## config.mk

```make
export PLATFORM = sky130hd
export DESIGN_NAME = msc_step_config
export DESIGN_NICKNAME = d
export VERILOG_FILES = /design/src/rtl/msc_pkg.sv /design/src/rtl/msc_step_config.sv
export SDC_FILE = /design/constraint.sdc
export NUM_CORES = 1
export LEC_CHECK = 0
export ABC_AREA = 1
export BUFFER_PORTS_ARGS = -buffer_cell sky130_fd_sc_hd__buf_2
export CAP_MARGIN = 20
export CORE_UTILIZATION = 44
export DETAILED_ROUTE_END_ITERATION = 16
export MAX_ROUTING_LAYER = met4
export PLACE_DENSITY = 0.74
export SLEW_MARGIN = 20
export SYNTH_ARGS = -nofsm -noshare
export SYNTH_HDL_FRONTEND = slang
export SYNTH_SLANG_ARGS = --single-unit
```

## constraint.sdc

```tcl
create_clock -name clk_i -period 1 [get_ports clk_i]
set_clock_uncertainty 0.1 [all_clocks]
set_input_delay 0.05 -clock clk_i [delete_from_list [all_inputs] [get_ports clk_i]]
set_output_delay 0.05 -clock clk_i [all_outputs]
set_load 0.05 [all_outputs]
```

## src/rtl/msc_pkg.sv

```systemverilog
// Package for the multiplexed converter step configuration registers
package msc_pkg;
  localparam int unsigned ADDR_W = 8;
  localparam int unsigned DATA_W = 16;
  localparam logic [ADDR_W-1:0] STEP8_ADDR = 8'h98;
  localparam logic [ADDR_W-1:0] STEP9_ADDR = 8'h99;
  localparam logic [DATA_W-1:0] STEP8_RESET = 16'h0008;
  localparam logic [DATA_W-1:0] STEP9_RESET = 16'h0009;
  localparam int unsigned EN_BIT = 15;
  localparam int unsigned GAIN_HI = 14;
  localparam int unsigned GAIN_LO = 13;
  localparam int unsigned NEG_BIT = 4;
  localparam int unsigned POS_HI = 3;
  localparam int unsigned POS_LO = 0;
  localparam logic [DATA_W-1:0] WRITE_MASK = 16'hE01F;
  localparam logic [3:0] POS_EXT_LAST = 4'h7;
  localparam logic [3:0] POS_TEMP = 4'h8;
  localparam logic [3:0] POS_SHORT = 4'h9;
  localparam logic [3:0] POS_TEST_DAC = 4'hA;
  localparam logic [3:0] POS_ANALOG_SUPPLY_DIV = 4'hE;
  localparam logic [3:0] POS_DIGITAL_SUPPLY_DIV = 4'hF;

  typedef enum logic [1:0] {
    MSC_GAIN_1 = 2'b00,
    MSC_GAIN_2 = 2'b01,
    MSC_GAIN_4 = 2'b10
  } msc_gain_t;

  typedef enum logic [1:0] {
    MSC_NEG_GROUND = 2'b00,
    MSC_NEG_EXT7 = 2'b01,
    MSC_NEG_AUTO = 2'b10
  } msc_neg_t;

  // Decoded analog routing for one step
  typedef struct packed {
    logic step_enable_bit;
    msc_gain_t gain;
    msc_neg_t neg;
    logic [3:0] pos;
    logic pos_internal;
    logic ext_disconnect;
  } msc_route_t;
endpackage : msc_pkg

```

## src/rtl/msc_step_config.sv

```systemverilog
// Step 8 and step 9 configuration registers with routing decode
//
// Design decision made here: the strobed register port.
`timescale 1ns/1ps
`default_nettype none
// Overview of operation
// - bit 15 includes step in scan
// - gain field 00=1, 01=2, 1x=4
// - bits 12:5 read-only, read zero
// - bit 4 picks ground or input seven
// - codes 0-7 route external input n
// - codes 8,9,A,E,F route internal sources
// - internal source ignores negative select bit
// - step 9 at 99h, resets 0009h
// - step 8 at 98h, resets 0008h
module msc_step_config
  import msc_pkg::*;
(
  input wire logic clk_i,
  input wire logic resetn_i,
  input wire logic [ADDR_W-1:0] addr_i,
  input wire logic [DATA_W-1:0] wdata_i,
  input wire logic wr_i,
  input wire logic rd_i,
  output logic [DATA_W-1:0] rdata_o,
  output var msc_route_t step8_route_o,
  output var msc_route_t step9_route_o,
  output logic step8_convert_o,
  output logic step9_convert_o
);

  // Stored fields of step 8
  logic step8_enable_bit;
  logic [1:0] step8_gain_field;
  logic step8_neg_input_sel;
  logic [3:0] step8_pos_input_sel;

  // Stored fields of step 9
  logic step9_enable_bit;
  logic [1:0] step9_gain_field;
  logic step9_neg_input_sel;
  logic [3:0] step9_pos_input_sel;

  // Bus decode and read path
  logic wr_step8;
  logic wr_step9;
  logic rd_step8;
  logic rd_step9;
  logic [DATA_W-1:0] step8_word;
  logic [DATA_W-1:0] step9_word;
  logic [DATA_W-1:0] next_rdata;

  function automatic logic addr_hit(input logic [ADDR_W-1:0] addr, input logic [ADDR_W-1:0] target);
    return (addr == target);
  endfunction : addr_hit

  // Codes above the last external input pick an internal source
  function automatic logic pos_is_internal(input logic [3:0] pos_sel);
    return (pos_sel > POS_EXT_LAST);
  endfunction : pos_is_internal

  function automatic logic pos_is_short(input logic [3:0] pos_sel);
    return (pos_sel == POS_SHORT);
  endfunction : pos_is_short

  // Both upper gain codes give four
  function automatic msc_gain_t gain_decode(input logic [1:0] gain_field);
    msc_gain_t g;
    case (gain_field)
      2'b00: g = MSC_GAIN_1;
      2'b01: g = MSC_GAIN_2;
      default: g = MSC_GAIN_4;
    endcase
    return g;
  endfunction : gain_decode

  // Internal sources choose their own negative input
  function automatic msc_neg_t neg_decode(input logic neg_input_sel, input logic internal);
    msc_neg_t n;
    if (internal) begin
      n = MSC_NEG_AUTO;
    end else if (neg_input_sel) begin
      n = MSC_NEG_EXT7;
    end else begin
      n = MSC_NEG_GROUND;
    end
    return n;
  endfunction : neg_decode

  function automatic msc_route_t build_route(
    input logic enable_bit,
    input logic [1:0] gain_field,
    input logic neg_input_sel,
    input logic [3:0] pos_input_sel
  );
    msc_route_t r;
    r.step_enable_bit = enable_bit;
    r.gain = gain_decode(gain_field);
    r.neg = neg_decode(neg_input_sel, pos_is_internal(pos_input_sel));
    r.pos = pos_input_sel;
    r.pos_internal = pos_is_internal(pos_input_sel);
    r.ext_disconnect = pos_is_short(pos_input_sel);
    return r;
  endfunction : build_route

  // Reserved bits are not stored and read as zero
  function automatic logic [DATA_W-1:0] pack_word(
    input logic enable_bit,
    input logic [1:0] gain_field,
    input logic neg_input_sel,
    input logic [3:0] pos_input_sel
  );
    logic [DATA_W-1:0] w;
    w = 16'h0000;
    w[EN_BIT] = enable_bit;
    w[GAIN_HI:GAIN_LO] = gain_field;
    w[NEG_BIT] = neg_input_sel;
    w[POS_HI:POS_LO] = pos_input_sel;
    return w;
  endfunction : pack_word

  assign wr_step8 = wr_i && addr_hit(addr_i, STEP8_ADDR);
  assign wr_step9 = wr_i && addr_hit(addr_i, STEP9_ADDR);
  assign rd_step8 = rd_i && addr_hit(addr_i, STEP8_ADDR);
  assign rd_step9 = rd_i && addr_hit(addr_i, STEP9_ADDR);

  assign step8_word = pack_word(
    step8_enable_bit,
    step8_gain_field,
    step8_neg_input_sel,
    step8_pos_input_sel
  );
  assign step9_word = pack_word(
    step9_enable_bit,
    step9_gain_field,
    step9_neg_input_sel,
    step9_pos_input_sel
  );
  assign next_rdata = rd_step8 ? step8_word : (rd_step9 ? step9_word : 16'h0000);

  assign step8_route_o = build_route(
    step8_enable_bit,
    step8_gain_field,
    step8_neg_input_sel,
    step8_pos_input_sel
  );
  assign step9_route_o = build_route(
    step9_enable_bit,
    step9_gain_field,
    step9_neg_input_sel,
    step9_pos_input_sel
  );
  assign step8_convert_o = step8_enable_bit;
  assign step9_convert_o = step9_enable_bit;

  always_ff @(posedge clk_i or negedge resetn_i) begin
    if (!resetn_i) begin
      step8_enable_bit <= STEP8_RESET[EN_BIT];
    end else if (wr_step8) begin
      step8_enable_bit <= wdata_i[EN_BIT];
    end
  end

  always_ff @(posedge clk_i or negedge resetn_i) begin
    if (!resetn_i) begin
      step8_gain_field <= STEP8_RESET[GAIN_HI:GAIN_LO];
    end else if (wr_step8) begin
      step8_gain_field <= wdata_i[GAIN_HI:GAIN_LO];
    end
  end

  always_ff @(posedge clk_i or negedge resetn_i) begin
    if (!resetn_i) begin
      step8_neg_input_sel <= STEP8_RESET[NEG_BIT];
    end else if (wr_step8) begin
      step8_neg_input_sel <= wdata_i[NEG_BIT];
    end
  end

  always_ff @(posedge clk_i or negedge resetn_i) begin
    if (!resetn_i) begin
      step8_pos_input_sel <= STEP8_RESET[POS_HI:POS_LO];
    end else if (wr_step8) begin
      step8_pos_input_sel <= wdata_i[POS_HI:POS_LO];
    end
  end

  always_ff @(posedge clk_i or negedge resetn_i) begin
    if (!resetn_i) begin
      step9_enable_bit <= STEP9_RESET[EN_BIT];
    end else if (wr_step9) begin
      step9_enable_bit <= wdata_i[EN_BIT];
    end
  end

  always_ff @(posedge clk_i or negedge resetn_i) begin
    if (!resetn_i) begin
      step9_gain_field <= STEP9_RESET[GAIN_HI:GAIN_LO];
    end else if (wr_step9) begin
      step9_gain_field <= wdata_i[GAIN_HI:GAIN_LO];
    end
  end

  always_ff @(posedge clk_i or negedge resetn_i) begin
    if (!resetn_i) begin
      step9_neg_input_sel <= STEP9_RESET[NEG_BIT];
    end else if (wr_step9) begin
      step9_neg_input_sel <= wdata_i[NEG_BIT];
    end
  end

  always_ff @(posedge clk_i or negedge resetn_i) begin
    if (!resetn_i) begin
      step9_pos_input_sel <= STEP9_RESET[POS_HI:POS_LO];
    end else if (wr_step9) begin
      step9_pos_input_sel <= wdata_i[POS_HI:POS_LO];
    end
  end

  always_ff @(posedge clk_i or negedge resetn_i) begin
    if (!resetn_i) begin
      rdata_o <= 16'h0000;
    end else begin
      rdata_o <= next_rdata;
    end
  end

endmodule : msc_step_config
`default_nettype wire

```

=== Word level (Yosys, flattened, before mapping) ===
Index checks and enable logic that the tools add are counted.

* Bits in registers: 32
* Input port bits: 28
* Word-level logic and storage cells: 31

* $lt $le $gt $ge: 2
* Equal/unequal tests: 6
* Mux-type cells: 8
* Reduce and logical (&&, ||, !) cells: 6

{| class="wikitable"
|+ Operators with widths
! operator !! count
|-
| two-way mux 16 bit || 2
|-
| == test 8 bit, second input constant || 2
|-
| == test 4 bit, second input constant || 2
|-
| > comparator 4 x 3 -> 1 bit, second input constant || 2
|-
| one-hot mux 2 bit (2 select lines) || 2
|-
| == test 2 x 1 -> 1 bit, second input constant || 2
|-
| logical AND 1 bit || 4
|-
| logical NOT 2 bit || 2
|-
| two-way mux 2 bit || 2
|-
| two-way mux 1 bit || 2
|}

=== Logic depth before layout (Yosys ltp) ===
* Depth after elaboration: 4
* Gate-level depth with buffers: 8
* Gate-level depth less buffers: 7

=== Worst setup path before layout ===
No wires, ideal clock.

* Path kind: flip-flop to output port
* Start point: register step9_pos_input_sel[3]
* End point: output step9_route_o[0] (netlist name)
* Arrival: 2,297 ps
* Path slack: -1,447 ps
* Cell stages (with the launch flop): 3
* Path buffers: 0
* Path through: dfstp_2 inv_1 nor4_1

{| class="wikitable"
|+ RTL lines
! what !! RTL line !! source
|-
| start, declared || msc_step_config.sv:42 || <nowiki>logic [3:0] step9_pos_input_sel;</nowiki>
|-
| start signal, assigned || msc_step_config.sv:214 || <nowiki>step9_pos_input_sel <= STEP9_RESET[POS_HI:POS_LO];</nowiki>
|-
| start signal, assigned || msc_step_config.sv:216 || <nowiki>step9_pos_input_sel <= wdata_i[POS_HI:POS_LO];</nowiki>
|-
| end, declared || msc_step_config.sv:27 || <nowiki>output var msc_route_t step9_route_o,</nowiki>
|}

==> out/results.tsv <==
metric	value	unit
status	complete, but fails checks	
violations	negative setup slack	
layout.nets	267	
grt_pass1_vias	1262	
drv_slew	0	
crit_path_start_kind	flop	
critPathTopFamily	flip-flops	
p_per_area	1100	nW/um^2
arrival	1390	ps
critical_path_class	flop to primary output	
fin_setup_tns	-7710	ps
leakage	1.21	nW
syn-instance-count	164	
cpPeakStageDelay	660	ps
portBuffers	51	
setup_ws	-536	ps
area_growth	69.9	%
wl_per_cell	13.2	um
clk_path_buf_depth	2	
final_cells	269	
die_y	56.3	um
worstPathRequired	850	ps
period_needed	1540	ps
hold_viol	0	
cts_buffers	3	
synth_largest_area_cell	dfrtp_1	
drtIter0Drc	44	
gp_congestion	0.816	
crit_path_end_kind	primary output	
worst_hold_path_type	input port to flop	
grtUsageTotal	24.5	%
grt_max_degree	25	
viasPerCell	4.89	
cts_sinks	24	
grt_pass1_wl	5710	um
synth_top_area_share	40.5	%
drive_gt1_share	50.0	%
tightest_slew	528	ps
grt_overflow	0	
die-area	3170	sq um
crit_fanout	5	
synth_area	1300	sq um
die_w	56.3	um
root_buffer	clkbuf_4	
dp_hpwl	2100	um
synth_area_per_cell	7.91	sq um
cts.clk_slew.worst_paths	150	ps
synth.distinct_cells	21	
synth_seq_cells	24	
cpMostUsedCell	buf_4	
start_util	46.6	%
dr.pass1.iters	5	
ant_nets	0	
vias	1315	
antenna_cells	0	
setup_viol	38	
nFillCells	175	
timing.fmax	0.651	GHz
fp-row-count	19	
irDropWorstVdd	0.940	mV
ys_top_cells_by_area	dfrtp_1 41%, nand2_1 17%, buf_4 6.9%, nand3_1 6.2%, dfstp_2 6.1%	
cp_cell_sequence	buf_4 > nor2_4 > buf_4	
wirelength	3550	um
dp.cells	244	
io_pins	68	
clock_latency	330	ps
maxCapViolCount	0	
ys_warn_count	0	
rsz0062_at_grt	yes	
antenna_found_initial	0	
mostFrequentLayoutCell	nand2_1	
fin_crit_sh	154	%
ys_seq_area_share	46.6	%
layout_common_cells	55 x nand2_1, 31 x buf_6, 19 x buf_2	
ctsHtreeMaxLevel	1	
cts_tree	done	
core_area	2780	sq um
maxSlewHeadroom	64.8	%
path_buf_inv	2	
route.detailed.drc	0	
slowest_stage	dfstp_4	
-- repair_timing --
action,4_1_cts,5_1_grt
buffers inserted,9,6
endpoints found under the hold margin,40,0
resized for setup,81,18
pin swaps,3,10
setup endpoints to repair,35,41
gates cloned,0,0
hold buffers,10,0
-- metrics by stage --
step                      hold slack, ps  worst slack, ps  instance area (sq um)  util (%)  total power, mW
after floorplan                     -346             -529                   1460         -             1.45
after global placement             -48.3             -226                   1660      59.6             1.52
after detailed placement           -41.0             -243                   1660      59.6             1.53
after CTS                           29.8             -540                   2140      76.8             2.38
after global routing                49.4             -583                   2200      79.3             2.50
final                               20.9             -536                   2200      79.3             2.42
-- sequential cells by signal, indices dropped and copies added, names as in the netlist --
register / flops
step8_convert_o: 1
step8_pos_input_sel: 4
rdata_o: 8
step9_convert_o: 1
step9_pos_input_sel: 4
step8_gain_field: 2
step9_gain_field: 2
step9_neg_input_sel: 1
step8_neg_input_sel: 1
-- layout make-up --
cell class	count	area, sq um	area share, %
Sequential cell	24	618	28.0
Multi-Input combinational cell	110	604	27.4
Inverter	17	66.3	3.01
Timing Repair Buffer	83	825	37.4
Clock buffer	3	22.5	1.02
Tap cell	31	38.8	1.76
Clock inverter	1	30.0	1.36
-- power by group --
group	switching [mW]	leakage, nW	internal [mW]
registers	0.0363	0.316	1.01
logic	0.393	0.862	0.246
clock network	0.324	0.0279	0.405
total	0.754	1.21	1.66
-- worst min-delay path, delay by kind of cell --
kind	cells	cell delay, ps
and+or+nand+nor	3	170
buffers and inverters	2	210
-- synth_stat cells (all sizes together) --
master  count
conb        1
nand3      17
clkbuf      5
buf        15
dfstp       3
dfrtp      21
nor2       18
nor4        1
nand2      65
inv        17
nor3        1
-- logic make-up after synthesis --
| group | Yosys count | synth area share (%) |
|---|---|---|
| AND/OR/NAND/NOR | 102 | 37.6 |
| flip-flops | 24 | 46.6 |
| buffers and inverters | 37 | 15.5 |
| other | 1 | 0.289 |
-- layer usage --
metal	vias up	GRT usage, %	wire, um
li1	624	-	-
met1	621	27.0	1370
met3	4	3.23	201
met2	66	44.6	1930
met4	0	9.76	46
met5	-	-	0
-- final timing paths --
check | start | endpoint | slack [ps] | depth (start not counted)
setup / recovery | step9_pos_input_sel[3] | step9_route_o[6] | -540 | 3
hold / removal | rd_i | rdata_o[1] | 20 | 5
setup reg to reg | step8_pos_input_sel[3] | rdata_o[3] | -170 | 4
hold reg to reg | step9_neg_input_sel | rdata_o[4] | 430 | 2
max in group asynchronous | resetn_i | step9_convert_o | 290 | 2
min in group asynchronous | resetn_i | rdata_o[1] | 120 | 2
Power figures use the tool's default switching activity.
